===== config.mk =====
export PLATFORM = sky130hd
export DESIGN_NAME = fpac_top
export DESIGN_NICKNAME = d
export VERILOG_FILES = /design/src/fpac_pkg.sv /design/src/fpac_sync.sv /design/src/fpac_axil.sv /design/src/fpac_top.sv
export SDC_FILE = /design/constraint.sdc
export NUM_CORES = 1
export LEC_CHECK = 0
export ABC_AREA = 1
export BUFFER_PORTS_ARGS = -buffer_cell sky130_fd_sc_hd__buf_2
export CAP_MARGIN = 20
export CORE_UTILIZATION = 29
export DETAILED_ROUTE_END_ITERATION = 8
export GPL_ROUTABILITY_DRIVEN = 0
export HOLD_SLACK_MARGIN = 0.03
export MAX_ROUTING_LAYER = met4
export PLACE_DENSITY = 0.46
export SLEW_MARGIN = 20
export SYNTH_ARGS = -nofsm -noshare
export SYNTH_HDL_FRONTEND = slang
export SYNTH_SLANG_ARGS = --single-unit

===== constraint.sdc =====
create_clock -name MCLK -period 11.5 [get_ports MCLK]
set_clock_uncertainty 0.1 [all_clocks]
set_input_delay 0.575 -clock MCLK [delete_from_list [all_inputs] [get_ports MCLK]]
set_output_delay 0.575 -clock MCLK [all_outputs]
set_load 0.01 [all_outputs]

===== src/fpac_pkg.sv =====
package fpac_pkg;
	// ----------------------------------------
	// Register map (byte addresses)
	// ----------------------------------------
	localparam logic [7:0] OFF_STATUS1 = 8'h00;
	localparam logic [7:0] OFF_CONTROL1 = 8'h04;
	localparam logic [7:0] OFF_FCWIN = 8'h08;
	localparam logic [7:0] OFF_IRQ_STATUS = 8'h0c;
	localparam logic [7:0] OFF_IRQ_MASK = 8'h10;
	localparam logic [7:0] OFF_MEMTEST = 8'h14;
	localparam logic [7:0] OFF_EVCOUNT = 8'h18;
	// ----------------------------------------
	// Field positions
	// ----------------------------------------
	localparam int ST_BUSY = 2;
	localparam int ST_CHAIN_BUSY = 3;
	localparam int ST_DATA_READY = 0;
	localparam int ST_MEB_FULL = 1;
	localparam int CT_RESET_TYPE = 4;
	localparam int IRQ_W = 4;
	localparam int IRQ_GATE = 0;
	localparam int IRQ_CONV_DONE = 1;
	localparam int IRQ_FCLEAR = 2;
	localparam int IRQ_FPRESET = 3;
	// ----------------------------------------
	// Reset values
	// ----------------------------------------
	localparam logic [31:0] CONTROL1_RST = 32'h0000_0000;
	localparam logic [9:0] FCWIN_RST = 10'h010;
	localparam logic [IRQ_W-1:0] IRQ_MASK_RST = 4'h0;
	// ----------------------------------------
	// Timing
	// ----------------------------------------
	localparam int CLK_NS = 100;
	localparam int CONV_NS = 2800;
	localparam int CONV_CYC = (CONV_NS + CLK_NS - 1) / CLK_NS;
	localparam int ARESET_NS = 600;
	localparam int ARESET_CYC = (ARESET_NS + CLK_NS - 1) / CLK_NS;
	localparam int CONFIG_NS = 100000;
	localparam int CONFIG_CYC = (CONFIG_NS + CLK_NS - 1) / CLK_NS;
	localparam int ACK_LED_NS = 1000;
	localparam int ACK_LED_CYC = ACK_LED_NS / CLK_NS;
	localparam int MEB_DEPTH = 32;

	typedef struct packed {
		logic window;
		logic fast_clear;
		logic reset;
		logic inhibit;
	} fpac_fp_t;

	typedef enum logic [1:0] {
		ST_IDLE = 2'b00,
		ST_CONV = 2'b01,
		ST_ARESET = 2'b11
	} fpac_state_t;
endpackage


===== src/fpac_sync.sv =====
`timescale 1ns/1ns
module fpac_sync #(
	parameter int W = 4
) (
	// Clock and reset
	input wire logic clk,
	input wire logic rst,
	// Data
	input wire logic [W-1:0] d,
	output logic [W-1:0] q,
	output logic [W-1:0] rise
);
	logic [W-1:0] meta;
	logic [W-1:0] last;

	always_ff @(posedge clk or posedge rst) begin
		if (rst) begin
			meta <= '0;
			q <= '0;
			last <= '0;
		end else begin
			meta <= d;
			q <= meta;
			last <= q;
		end
	end

	assign rise = q & ~last;
endmodule


===== src/fpac_axil.sv =====
`timescale 1ns/1ns
module fpac_axil (
	// Clock and reset
	input wire logic clk,
	input wire logic rst,
	// AXI4-Lite write
	input wire logic [7:0] awaddr,
	input wire logic awvalid,
	output logic awready,
	input wire logic [31:0] wdata,
	input wire logic [3:0] wstrb,
	input wire logic wvalid,
	output logic wready,
	output logic [1:0] bresp,
	output logic bvalid,
	input wire logic bready,
	// AXI4-Lite read
	input wire logic [7:0] araddr,
	input wire logic arvalid,
	output logic arready,
	output logic [31:0] rdata,
	output logic [1:0] rresp,
	output logic rvalid,
	input wire logic rready,
	// Register side
	output logic wr_en,
	output logic [7:0] wr_addr,
	output logic [31:0] wr_data,
	output logic [3:0] wr_strb,
	output logic rd_en,
	output logic [7:0] rd_addr,
	input wire logic [31:0] rd_data,
	input wire logic rd_ok,
	input wire logic wr_ok
);
	logic aw_held;
	logic w_held;

	assign awready = !aw_held && !bvalid;
	assign wready = !w_held && !bvalid;
	assign arready = !rvalid;
	assign wr_en = aw_held && w_held && !bvalid;
	assign rd_en = arvalid && arready;
	assign rd_addr = araddr;

	// Address and data may arrive in either order
	always_ff @(posedge clk or posedge rst) begin
		if (rst) begin
			aw_held <= 1'b0;
			w_held <= 1'b0;
			wr_addr <= 8'h00;
			wr_data <= 32'h0000_0000;
			wr_strb <= 4'h0;
		end else begin
			if (awvalid && awready) begin
				aw_held <= 1'b1;
				wr_addr <= awaddr;
			end else if (wr_en) begin
				aw_held <= 1'b0;
			end
			if (wvalid && wready) begin
				w_held <= 1'b1;
				wr_data <= wdata;
				wr_strb <= wstrb;
			end else if (wr_en) begin
				w_held <= 1'b0;
			end
		end
	end

	always_ff @(posedge clk or posedge rst) begin
		if (rst) begin
			bvalid <= 1'b0;
			bresp <= 2'b00;
		end else if (wr_en) begin
			bvalid <= 1'b1;
			bresp <= wr_ok ? 2'b00 : 2'b10;
		end else if (bready) begin
			bvalid <= 1'b0;
		end
	end

	always_ff @(posedge clk or posedge rst) begin
		if (rst) begin
			rvalid <= 1'b0;
			rdata <= 32'h0000_0000;
			rresp <= 2'b00;
		end else if (rd_en) begin
			rvalid <= 1'b1;
			rdata <= rd_ok ? rd_data : 32'h0000_0000;
			rresp <= rd_ok ? 2'b00 : 2'b10;
		end else if (rready) begin
			rvalid <= 1'b0;
		end
	end
endmodule


===== src/fpac_top.sv =====
`timescale 1ns/1ns
// Function
// - Fast clear in window aborts conversion
// - Panel reset clears peaks, store, conversion
// - Reset type selects control register clear
// - Inhibit input blocks conversion
// - Busy when converting, resetting, testing, full
// - Own busy in status bit 2
// - Chain busy wired OR and NOR
// - Chain busy line in status bit 3
// - Peaks detected only inside gate window
// - Access indicator pulses on bus access
// - Data ready while store holds events
// - Busy and ready lit at power on
// - Option high: halt on any chain busy
// - Option low: halt on own busy only
// - Fast clear window opens at gate edge
// - Gate ignored while busy
// - Reset type bit: data or software
module fpac_top #(
	parameter int CONFIG_CYCLES = fpac_pkg::CONFIG_CYC,
	parameter int MEB_DEPTH = fpac_pkg::MEB_DEPTH
) (
	// Clock and reset
	input wire logic MCLK,
	input wire logic SYS_RST,
	// Front panel inputs
	input wire logic ACQUISITION_WINDOW_INPUT,
	input wire logic FAST_CLEAR_INPUT,
	input wire logic RESET_INPUT,
	input wire logic CONVERSION_INHIBIT_INPUT,
	// Chain busy lines, open drain
	input wire logic CHAIN_BUSY_P_IN,
	output logic CHAIN_BUSY_P_OE,
	input wire logic CHAIN_BUSY_N_IN,
	output logic CHAIN_BUSY_N_OE,
	// Outputs and indicators
	output logic BUSY_OUT,
	output logic BUSY_INDICATOR,
	output logic DATA_READY_INDICATOR,
	output logic BUS_ACCESS_INDICATOR,
	output logic PEAK_CLEAR,
	output logic PEAK_ENABLE,
	// Board option
	input wire logic BUSY_SCOPE_OPTION,
	// Store interface
	input wire logic MULTI_EVENT_STORE_READ,
	output logic [5:0] MULTI_EVENT_STORE_COUNT,
	// AXI4-Lite slave
	input wire logic [7:0] AWADDR,
	input wire logic AWVALID,
	output logic AWREADY,
	input wire logic [31:0] WDATA,
	input wire logic [3:0] WSTRB,
	input wire logic WVALID,
	output logic WREADY,
	output logic [1:0] BRESP,
	output logic BVALID,
	input wire logic BREADY,
	input wire logic [7:0] ARADDR,
	input wire logic ARVALID,
	output logic ARREADY,
	output logic [31:0] RDATA,
	output logic [1:0] RRESP,
	output logic RVALID,
	input wire logic RREADY,
	// Interrupt
	output logic IRQ
);
	// ----------------------------------------
	// Declarations
	// ----------------------------------------
	localparam int IRQ_W_L = fpac_pkg::IRQ_W;

	fpac_pkg::fpac_fp_t fp_raw;
	fpac_pkg::fpac_fp_t fp_lvl;
	fpac_pkg::fpac_fp_t fp_edge;
	logic [1:0] chain_lvl;
	fpac_pkg::fpac_state_t state;
	fpac_pkg::fpac_state_t next_state;
	logic [11:0] timer;
	logic [9:0] fc_timer;
	logic fc_window;
	logic [31:0] control1;
	logic [9:0] fc_win_len;
	logic memtest;
	logic [IRQ_W_L-1:0] irq_status;
	logic [IRQ_W_L-1:0] irq_mask;
	logic [IRQ_W_L-1:0] irq_event;
	logic [23:0] ev_count;
	logic [5:0] meb_count;
	logic meb_full;
	logic own_busy;
	logic halt;
	logic [$clog2(fpac_pkg::CONFIG_CYC+1)+6:0] cfg_cnt;
	logic configuring;
	logic [7:0] ack_cnt;
	logic wr_en;
	logic rd_en;
	logic [7:0] wr_addr;
	logic [7:0] rd_addr;
	logic [31:0] wr_data;
	logic [3:0] wr_strb;
	logic [31:0] rd_data;
	logic rd_ok;
	logic wr_ok;
	logic gate_take;
	logic fclear_take;
	logic conv_done;
	logic sw_reset;

	function automatic logic mapped(input logic [7:0] a);
		mapped = (a == fpac_pkg::OFF_STATUS1) || (a == fpac_pkg::OFF_CONTROL1)
			|| (a == fpac_pkg::OFF_FCWIN) || (a == fpac_pkg::OFF_IRQ_STATUS)
			|| (a == fpac_pkg::OFF_IRQ_MASK) || (a == fpac_pkg::OFF_MEMTEST)
			|| (a == fpac_pkg::OFF_EVCOUNT);
	endfunction

	// ----------------------------------------
	// Input synchronisers
	// ----------------------------------------
	assign fp_raw = '{window: ACQUISITION_WINDOW_INPUT, fast_clear: FAST_CLEAR_INPUT,
		reset: RESET_INPUT, inhibit: CONVERSION_INHIBIT_INPUT};

	fpac_sync #(.W(4)) u_fp_sync (
		.clk(MCLK),
		.rst(SYS_RST),
		.d(fp_raw),
		.q(fp_lvl),
		.rise(fp_edge)
	);

	fpac_sync #(.W(2)) u_chain_sync (
		.clk(MCLK),
		.rst(SYS_RST),
		.d({CHAIN_BUSY_P_IN, CHAIN_BUSY_N_IN}),
		.q(chain_lvl),
		.rise()
	);

	// ----------------------------------------
	// Bus slave
	// ----------------------------------------
	fpac_axil u_bus (
		.clk(MCLK),
		.rst(SYS_RST),
		.awaddr(AWADDR),
		.awvalid(AWVALID),
		.awready(AWREADY),
		.wdata(WDATA),
		.wstrb(WSTRB),
		.wvalid(WVALID),
		.wready(WREADY),
		.bresp(BRESP),
		.bvalid(BVALID),
		.bready(BREADY),
		.araddr(ARADDR),
		.arvalid(ARVALID),
		.arready(ARREADY),
		.rdata(RDATA),
		.rresp(RRESP),
		.rvalid(RVALID),
		.rready(RREADY),
		.wr_en(wr_en),
		.wr_addr(wr_addr),
		.wr_data(wr_data),
		.wr_strb(wr_strb),
		.rd_en(rd_en),
		.rd_addr(rd_addr),
		.rd_data(rd_data),
		.rd_ok(rd_ok),
		.wr_ok(wr_ok)
	);

	assign rd_ok = mapped(rd_addr);
	assign wr_ok = mapped(wr_addr);

	// ----------------------------------------
	// Busy and halt
	// ----------------------------------------
	assign meb_full = (meb_count == 6'(MEB_DEPTH));
	assign own_busy = (state != fpac_pkg::ST_IDLE) || memtest || meb_full;
	// Option high waits on the whole chain, low on this board alone
	assign halt = BUSY_SCOPE_OPTION ? (own_busy || chain_lvl[1]) : own_busy;
	assign gate_take = fp_edge.window && !halt;
	assign fclear_take = fp_edge.fast_clear && fc_window;
	assign sw_reset = fp_edge.reset && control1[fpac_pkg::CT_RESET_TYPE];
	assign conv_done = (state == fpac_pkg::ST_CONV) && (timer == 12'h000) && !fp_lvl.inhibit;

	// Open drain: P line pulled high when any board drives, N pulled low
	assign CHAIN_BUSY_P_OE = own_busy;
	assign CHAIN_BUSY_N_OE = own_busy;
	assign BUSY_OUT = own_busy;
	assign BUSY_INDICATOR = own_busy || configuring;
	assign DATA_READY_INDICATOR = (meb_count != 6'h00) || configuring;
	assign BUS_ACCESS_INDICATOR = (ack_cnt != 8'h00);
	assign PEAK_ENABLE = fp_lvl.window && !halt;
	assign MULTI_EVENT_STORE_COUNT = meb_count;
	assign IRQ = |(irq_status & irq_mask);

	// ----------------------------------------
	// Conversion sequence
	// ----------------------------------------
	always_comb begin
		next_state = state;
		case (state)
			fpac_pkg::ST_IDLE: begin
				if (gate_take) begin
					next_state = fpac_pkg::ST_CONV;
				end
			end
			fpac_pkg::ST_CONV: begin
				if (fclear_take || fp_edge.reset) begin
					next_state = fpac_pkg::ST_ARESET;
				end else if (conv_done) begin
					next_state = fpac_pkg::ST_ARESET;
				end
			end
			fpac_pkg::ST_ARESET: begin
				if (timer == 12'h000) begin
					next_state = fpac_pkg::ST_IDLE;
				end
			end
			default: next_state = fpac_pkg::ST_IDLE;
		endcase
	end

	always_ff @(posedge MCLK or posedge SYS_RST) begin
		if (SYS_RST) begin
			state <= fpac_pkg::ST_IDLE;
			timer <= 12'h000;
		end else begin
			state <= next_state;
			if (state != next_state && next_state == fpac_pkg::ST_CONV) begin
				timer <= 12'(fpac_pkg::CONV_CYC - 1);
			end else if (state != next_state && next_state == fpac_pkg::ST_ARESET) begin
				timer <= 12'(fpac_pkg::ARESET_CYC - 1);
			end else if (timer != 12'h000) begin
				timer <= timer - 12'h001;
			end
		end
	end

	// Inhibit holds the conversion at its last step, so peaks are not digitised until it drops
	assign PEAK_CLEAR = (state == fpac_pkg::ST_ARESET) || fp_edge.reset;

	// ----------------------------------------
	// Fast clear window
	// ----------------------------------------
	always_ff @(posedge MCLK or posedge SYS_RST) begin
		if (SYS_RST) begin
			fc_window <= 1'b0;
			fc_timer <= 10'h000;
		end else if (gate_take) begin
			fc_window <= 1'b1;
			fc_timer <= fc_win_len;
		end else if (fc_timer != 10'h000) begin
			fc_timer <= fc_timer - 10'h001;
		end else begin
			fc_window <= 1'b0;
		end
	end

	// ----------------------------------------
	// Event store occupancy and counter
	// ----------------------------------------
	always_ff @(posedge MCLK or posedge SYS_RST) begin
		if (SYS_RST) begin
			meb_count <= 6'h00;
			ev_count <= 24'h000000;
		end else if (fp_edge.reset) begin
			meb_count <= 6'h00;
			ev_count <= 24'h000000;
		end else begin
			if (conv_done && !MULTI_EVENT_STORE_READ) begin
				meb_count <= meb_count + 6'h01;
			end else if (!conv_done && MULTI_EVENT_STORE_READ && meb_count != 6'h00) begin
				meb_count <= meb_count - 6'h01;
			end
			if (gate_take) begin
				ev_count <= ev_count + 24'h000001;
			end
		end
	end

	// ----------------------------------------
	// Control registers
	// ----------------------------------------
	always_ff @(posedge MCLK or posedge SYS_RST) begin
		if (SYS_RST) begin
			control1 <= fpac_pkg::CONTROL1_RST;
			fc_win_len <= fpac_pkg::FCWIN_RST;
			memtest <= 1'b0;
			irq_mask <= fpac_pkg::IRQ_MASK_RST;
		end else if (sw_reset) begin
			control1 <= fpac_pkg::CONTROL1_RST;
			fc_win_len <= fpac_pkg::FCWIN_RST;
			memtest <= 1'b0;
			irq_mask <= fpac_pkg::IRQ_MASK_RST;
		end else if (wr_en && wr_strb[0]) begin
			case (wr_addr)
				fpac_pkg::OFF_CONTROL1: control1 <= {24'h000000, wr_data[7:0]};
				fpac_pkg::OFF_FCWIN: fc_win_len <= {fc_win_len[9:8], wr_data[7:0]};
				fpac_pkg::OFF_MEMTEST: memtest <= wr_data[0];
				fpac_pkg::OFF_IRQ_MASK: irq_mask <= wr_data[IRQ_W_L-1:0];
				default: ;
			endcase
			if (wr_addr == fpac_pkg::OFF_FCWIN && wr_strb[1]) begin
				fc_win_len[9:8] <= wr_data[9:8];
			end
		end else if (wr_en && wr_strb[1] && wr_addr == fpac_pkg::OFF_FCWIN) begin
			fc_win_len[9:8] <= wr_data[9:8];
		end
	end

	// ----------------------------------------
	// Interrupt status, write one to clear
	// ----------------------------------------
	assign irq_event = {fp_edge.reset, fclear_take && (state == fpac_pkg::ST_CONV),
		conv_done, gate_take};

	always_ff @(posedge MCLK or posedge SYS_RST) begin
		if (SYS_RST) begin
			irq_status <= '0;
		end else if (wr_en && wr_strb[0] && wr_addr == fpac_pkg::OFF_IRQ_STATUS) begin
			irq_status <= (irq_status & ~wr_data[IRQ_W_L-1:0]) | irq_event;
		end else begin
			irq_status <= irq_status | irq_event;
		end
	end

	// ----------------------------------------
	// Indicators
	// ----------------------------------------
	always_ff @(posedge MCLK or posedge SYS_RST) begin
		if (SYS_RST) begin
			cfg_cnt <= '0;
			configuring <= 1'b1;
		end else if (configuring) begin
			if (cfg_cnt == ($bits(cfg_cnt))'(CONFIG_CYCLES - 1)) begin
				configuring <= 1'b0;
			end
			cfg_cnt <= cfg_cnt + 1'b1;
		end
	end

	always_ff @(posedge MCLK or posedge SYS_RST) begin
		if (SYS_RST) begin
			ack_cnt <= 8'h00;
		end else if (wr_en || rd_en) begin
			ack_cnt <= 8'(fpac_pkg::ACK_LED_CYC);
		end else if (ack_cnt != 8'h00) begin
			ack_cnt <= ack_cnt - 8'h01;
		end
	end

	// ----------------------------------------
	// Read mux
	// ----------------------------------------
	always_comb begin
		rd_data = 32'h0000_0000;
		case (rd_addr)
			fpac_pkg::OFF_STATUS1: begin
				rd_data[fpac_pkg::ST_DATA_READY] = (meb_count != 6'h00);
				rd_data[fpac_pkg::ST_MEB_FULL] = meb_full;
				rd_data[fpac_pkg::ST_BUSY] = own_busy;
				rd_data[fpac_pkg::ST_CHAIN_BUSY] = chain_lvl[1];
			end
			fpac_pkg::OFF_CONTROL1: rd_data = control1;
			fpac_pkg::OFF_FCWIN: rd_data = {22'h000000, fc_win_len};
			fpac_pkg::OFF_IRQ_STATUS: rd_data = {28'h0000000, irq_status};
			fpac_pkg::OFF_IRQ_MASK: rd_data = {28'h0000000, irq_mask};
			fpac_pkg::OFF_MEMTEST: rd_data = {31'h00000000, memtest};
			fpac_pkg::OFF_EVCOUNT: rd_data = {8'h00, ev_count};
			default: rd_data = 32'h0000_0000;
		endcase
	end
endmodule


==> flow_summary.json, run 1 <==
{
  "postRouteAntennaNets": 0,
  "syn2layout_area_growth_pct": 16.2,
  "coreArea_um2": 29000,
  "clock_path_buffers": 2,
  "first_global_vias": 6912,
  "clock-sinks": 171,
  "fp-row-count": 62,
  "seq_area_um2": 4280,
  "routedWlPerCell_um": 13.9,
  "cts_resized": 0,
  "nets": 1210,
  "ys_warn_count": 0,
  "syn_avg_cell_area_um2": 8.25,
  "vias_per_cell": 4.43,
  "start_util_pct": 29.8,
  "power_density_nw_per_um2": 198,
  "status": "finished clean",
  "p_clk_share_pct": 31.4,
  "tightest_slew_ns": 0.967,
  "slew_viol_final": 0,
  "multi_input_area_um2": 3670,
  "critical_path_arrival_ns": 3.24,
  "grt_pass1_wl_mm": 36.3,
  "syn_area_um2": 8650,
  "wl_mm": 21.3,
  "clk_pin_slew_ns": 0.07,
  "synth_edf_count": 0,
  "switchingPower_uw": 677,
  "synth_area_leaders": "dfrtp_1 49%, nand2_1 11%, inv_1 5.4%",
  "crit_fanout": 4,
  "die-area_um2": 30500,
  "ys_ff_latch": 171,
  "hold_violations": 0,
  "rsz0062_at_grt": "no",
  "dr.pass1.iters": 5,
  "r2r_cells": 20,
  "dp_hpwl_mm": 15.6,
  "required_ns": 11.72,
  "cts_hold_buf": 0,
  "final_cell_mix": "260 x nand2_1, 169 x dfrtp_1, 123 x inv_1",
  "post_dp_cell_area_um2": 9400,
  "p_seq_share_pct": 41.7,
  "switching_share_pct": 34.1,
  "clkLatencyLatePin_ns": 0.44,
  "setup_viol": 0,
  "relSlewSlack_pct": 35.4,
  "yosysUniqueCellTypes": 45,
  "r2r-start": "timer[0]",
  "yosys.area.top_type": "dfrtp_1",
  "drtIter0Drc": 392,
  "final_common_cell": "nand2_1",
  "fillers": 3129,
  "grt_remaining_overflow": 0,
  "drc": 0,
  "period_needed_ns": 3.02,
  "grt_max_degree": 72,
  "hp-class": "input port to asynchronous set/reset pin",
  "combPwrFrac_pct": 26.8,
  "clock.fmax_ghz": 0.331,
  "period_share_pct": 26.3,
  "die_height_um": 175,
  "numPortBuffers": 87,
  "peakVddDrop_uv": 105,
  "criticalPathCategory": "flop to flop",
  "p_int_mw": 1.31,
  "io_pins": 123,
  "cp-start-kind": "flop",
  "grt_use_total_pct": 15.4,
  "p_leak_nw": 4.92,
  "cap_violations": 0,
  "vias": 6787,
  "syn-instance-count": 1048,
  "endpoint_kind": "flop",
  "numCtsBuffers": 17,
  "finalSetupTns_ns": 0,
  "yosysTopAreaCellShare_pct": 48.9,
  "ys_async_sr_fraction_pct": 100,
  "clockRootBuffer": "clkbuf_16",
  "htree_levels": 4,
  "cts_tree": "yes",
  "layout-drive-gt1-share_pct": 15.6,
  "cts_setup_buffers": 0,
  "crit_path_start": "timer[0]",
  "final_area_um2": 10000,
  "antenna_found_initial": 3,
  "seq_area_frac_synth_pct": 49.5,
  "ys.flop_type": "dfrtp_1",
  "fp.dieW_um": 175
}
==> worst max-delay path, cell delays in order (launching register included) <==
cell and delay [ns]:
dfrtp_1 0.38, inv_1 0.12, ha_1 0.26, nand2_2 0.12, nor2_4 0.17, nand2_1 0.08, inv_1 0.09, nand4_1 0.15
nor2_1 0.27, inv_1 0.16, ha_1 0.35, a21oi_1 0.13, nand2_1 0.08, nand2_1 0.08, nand2_1 0.05, nand2_1 0.05
nand2_1 0.06, inv_1 0.05, nand2_1 0.05, nand3_1 0.06, nand2_1 0.05
==> sequential cells by signal (all words and copies together) (netlist names), 2 cells and up <==
name and flops:
u_fp_sync.q 4, fc_timer 10, u_bus.wr_strb 2, u_fp_sync.last 3
timer 12, control1 8, fc_win_len 10, u_bus.wr_data 10
cfg_cnt 17, u_bus.rdata 24, MULTI_EVENT_STORE_COUNT 6, state 2
ev_count 24, irq_mask 4, irq_status 4, u_bus.wr_addr 8
ack_cnt 8, u_fp_sync.meta 4
==> metal layers <==
layer	routed length (µm)	global-route usage (%)	vias to the layer above
li1	-	-	3549
met1	11100	21.3	3124
met2	9210	23.1	98
met3	749	3.09	16
met4	180	3.70	0
met5	0	-	-
==> final cells by class <==
cell class	instances	area share, %
clock buffers	21	4.78
repair buffers	90	4.56
inverters	134	5.06
flip-flops and latches	171	42.6
clock inverters	11	1.57
well taps	384	4.78
diodes	3	0.0747
multi-input cells	719	36.6
==> worst paths after layout <==
kind / slack [ns] / endpoint
worst max-delay path: 8.48 / MULTI_EVENT_STORE_COUNT[5]
worst min-delay path: 0.04 / u_bus.rvalid
worst max register to register: 8.48 / MULTI_EVENT_STORE_COUNT[5]
worst min register to register: 0.25 / u_fp_sync.q[3]
max in group asynchronous: 9.28 / u_chain_sync.q[1]
min in group MCLK: 0.14 / u_fp_sync.meta[2]
==> through the flow <==
step                instances  util [%]  total power [mW]  hold slack, ns  setup slack, ns
finish                   1533      34.6              1.99          0.0413             8.48
global route             1533      34.6              2.14          0.0764             8.09
floorplan                1057         -              1.24           0.231             6.20
detailed placement       1498      32.4              1.38           0.236             8.45
global placement         1498      32.4              1.38           0.233             8.49
CTS                      1530      34.6              2.02          0.0576             8.43
==> kinds of logic after synthesis <==
group,Yosys count,share of synthesized area [%]
AO/OA/AOI/OAI,148,9.39
XOR/XNOR,36,3.65
adder cells (fa/ha/maj),10,1.53
buffers and inverters,167,8.36
flip-flops,171,49.5
multiplexers,13,1.69
other,1,0.0434
AND/OR/NAND/NOR,502,25.8
==> Yosys cell counts, types with 5 or more instances <==
library cell and instances:
mux2_2 13, ha_1 9, nor3_1 14, nand4_1 29, xnor2_1 9, buf_4 14
nor2_1 110, nand3_2 6, nand2_1 260, inv_1 124, o21ai_1 18, a21oi_1 30
buf_2 5, inv_2 10, clkbuf_1 9, o21ai_0 74, buf_6 5, nand3_1 52
nor2_2 7, dfrtp_1 169, o31ai_1 13, xor2_1 27
==> power groups by stage <==
stage	Sequential [mW]	Combinational (mW)	Clock, mW
floorplan	0.823	0.413	0
global placement	0.839	0.537	0
detailed placement	0.840	0.543	0
CTS	0.829	0.545	0.645
global route	0.847	0.628	0.666
finish	0.828	0.533	0.624
Note: power is estimated with default switching activity, not from simulation.
==> run 2, diff against run 1 <==
Settings changed: ABC_AREA 1 to 0.
Clock period 11.5 ns to 2.9 ns, I/O delays scaled along.
==> run 2 against run 1 <==
Effect of this change:
- the flow now finishes with violations (negative setup slack)
- sequential share of layout area down 0.74 points
- first-iteration DRC count down 4.1%
- cell count down 14%
- global-route usage down 0.13 points
- synthesized area down 6.1%
- sequential power rose to 4.0 times the previous value
- largest cell class unchanged
- count of clock-buffer cells in the layout down 3
- clock power rose to 3.6 times the previous value
- sequential cell count unchanged
==> flow_summary.json, run 2 <==
{
  "coreArea_um2": 27200,
  "ys_warn_count": 0,
  "r2r_setup_slack_ns": -0.40,
  "vias": 6108,
  "peakVddDrop_uv": 281,
  "drtIter0Drc": 376,
  "syn_area_um2": 8120,
  "start_util_pct": 29.9,
  "yosys-top-cells-count": "169 x dfrtp_1, 86 x nor2_1, 69 x nand2_1, 32 x a21oi_1, 32 x o21ai_0",
  "drc": 0,
  "crit_fanout": 4,
  "fin_ws_ns": -0.397,
  "clock.fmax_ghz": 0.303,
  "grt_pass1_wl_mm": 33.4,
  "syn-instance-count": 778,
  "period_needed_ns": 3.30,
  "grt_max_degree": 53,
  "ys_ff_latch": 171,
  "numCtsBuffers": 17,
  "antenna_found_initial": 1,
  "setup_viol": 5,
  "grt_remaining_overflow": 0,
  "clk_pin_slew_ns": 0.07,
  "critical_path_arrival_ns": 3.54,
  "status": "finished with violations",
  "die-area_um2": 28700,
  "grt_use_total_pct": 15.3,
  "first_global_vias": 6179,
  "cap_violations": 0,
  "clockRootBuffer": "clkbuf_16",
  "io_pins": 123,
  "wl_mm": 20.1,
  "cts_tree": "yes",
  "syn2layout_area_growth_pct": 26.0,
  "final_cells": 1318,
  "synth_edf_count": 0,
  "synth_most_common_cell": "dfrtp_1",
  "fp-row-count": 60,
  "clock_path_buffers": 2,
  "final_cell_mix": "169 x dfrtp_1, 87 x buf_2, 86 x nor2_1",
  "tightest_slew_ns": 0.902,
  "yosysTopAreaCellShare_pct": 52.1,
  "hp-class": "input port to flop",
  "use_met3_pct": 2.75,
  "seq_area_frac_synth_pct": 52.8,
  "ys.flop_type": "dfrtp_1",
  "p_leak_nw": 4.69,
  "dp_cells": 1249,
  "dr.pass1.iters": 4,
  "die_height_um": 169,
  "reg_top3": "ev_count: 24 flops, u_bus.rdata: 24 flops, cfg_cnt: 17 flops",
  "power_density_nw_per_um2": 763,
  "cp-start-kind": "flop",
  "violations": "negative setup slack",
  "hold_violations": 0,
  "rsz0062_at_grt": "yes",
  "required_ns": 3.15,
  "final_util_pct": 37.6,
  "yosysUniqueCellTypes": 65,
  "relSlewSlack_pct": 39.8,
  "vias_per_cell": 4.63,
  "slew_viol_final": 0,
  "layout-drive-gt1-share_pct": 23.2,
  "nets": 1009,
  "criticalPathCategory": "flop to flop",
  "synth_area_leaders": "dfrtp_1 52%, nor2_1 4.0%, xnor2_1 3.3%",
  "endpoint_kind": "flop",
  "grt.busiest_layer": "met2",
  "use_met2_pct": 23.4,
  "postRouteAntennaNets": 0,
  "ys_async_sr_fraction_pct": 100,
  "routedWlPerCell_um": 15.2,
  "final_common_cell": "dfrtp_1",
  "period_share_pct": 114,
  "use_met1_pct": 20.6,
  "yosys.area.top_type": "dfrtp_1",
  "fp.dieW_um": 169,
  "clock-sinks": 171,
  "clkLatencyLatePin_ns": 0.43,
  "dp_hpwl_mm": 14.4,
  "htree_levels": 4,
  "syn_avg_cell_area_um2": 10.4,
  "numPortBuffers": 87
}
run 2: cells by family after synthesis:
group           share of synthesized area [%]
fa+ha+maj                                1.63
simple gates                             19.1
buf+inv                                  3.45
compound gates                           10.6
flops                                    52.8
xor+xnor                                 5.50
mux                                      6.98
other cells                            0.0462
run 2: timing repair:
| action | CTS | global route |
|---|---|---|
| hold endpoints to repair | 63 | 0 |
| endpoints found under the setup margin | 5 | 5 |
| pin swaps | 10 | 4 |
| hold buffers | 34 | 0 |
| gates resized for setup | 15 | 0 |
| buffers inserted | 2 | 0 |
run 2: report_power, final:
part | internal, mW | switching, mW
registers | 2.86 | 0.473
clock network | 1.20 | 1.01
logic | 1.17 | 1.08
run 2: final timing paths:
| kind | cells past startpoint | startpoint | end |
|---|---|---|---|
| setup / recovery | 9 | timer[7] | MULTI_EVENT_STORE_COUNT[5] |
| hold / removal | 4 | MULTI_EVENT_STORE_READ | MULTI_EVENT_STORE_COUNT[0] |
| setup reg to reg | 9 | timer[7] | MULTI_EVENT_STORE_COUNT[5] |
| hold reg to reg | 0 | u_fp_sync.meta[1] | u_fp_sync.q[1] |
| max in group asynchronous | 4 | SYS_RST | fc_win_len[4] |
| min in group asynchronous | 3 | SYS_RST | u_bus.rdata[22] |
run 2: per-layer routing:
| metal | up-vias | part of all wire, % |
|---|---|---|
| met5 | - | 0 |
| met4 | 0 | 1.3 |
| met3 | 13 | 2.6 |
| met2 | 85 | 46 |
| met1 | 2943 | 50 |
| li1 | 3067 | - |
run 2: area by class of cell:
type / instances / area, µm²
flip-flops and latches: 171 / 4280
clock buffers: 18 / 429
repair buffers: 166 / 1160
multi-input cells: 554 / 3660
clock inverters: 14 / 138
diodes: 1 / 2.50
fillers: 2749 / 17000
well taps: 372 / 465
inverters: 22 / 88.8
run 2: through the flow:
step	area, µm²	TNS (ns)	hold WS (ns)	setup slack (ns)	total power [mW]
4_1_cts	10200	-1.42	0.0617	-0.496	7.91
3_3_place_gp	9240	-1.41	0.155	-0.517	5.51
2_1_floorplan	8170	-1.00	0.0764	-0.505	4.72
3_5_place_dp	9240	-1.50	0.154	-0.530	5.53
5_1_grt	10200	-1.50	0.104	-0.524	8.34
6_report	10200	-0.970	0.0914	-0.397	7.80
run 2: critical path, stage by stage (launching register included):
cell      delay [ns]
dfrtp_1         0.38
or4_4           0.54
or4_4           0.52
or4_4           0.51
ha_4            0.25
a211o_1         0.28
a21oi_2         0.17
o21bai_2        0.10
mux2i_4         0.17
mux2i_1         0.19
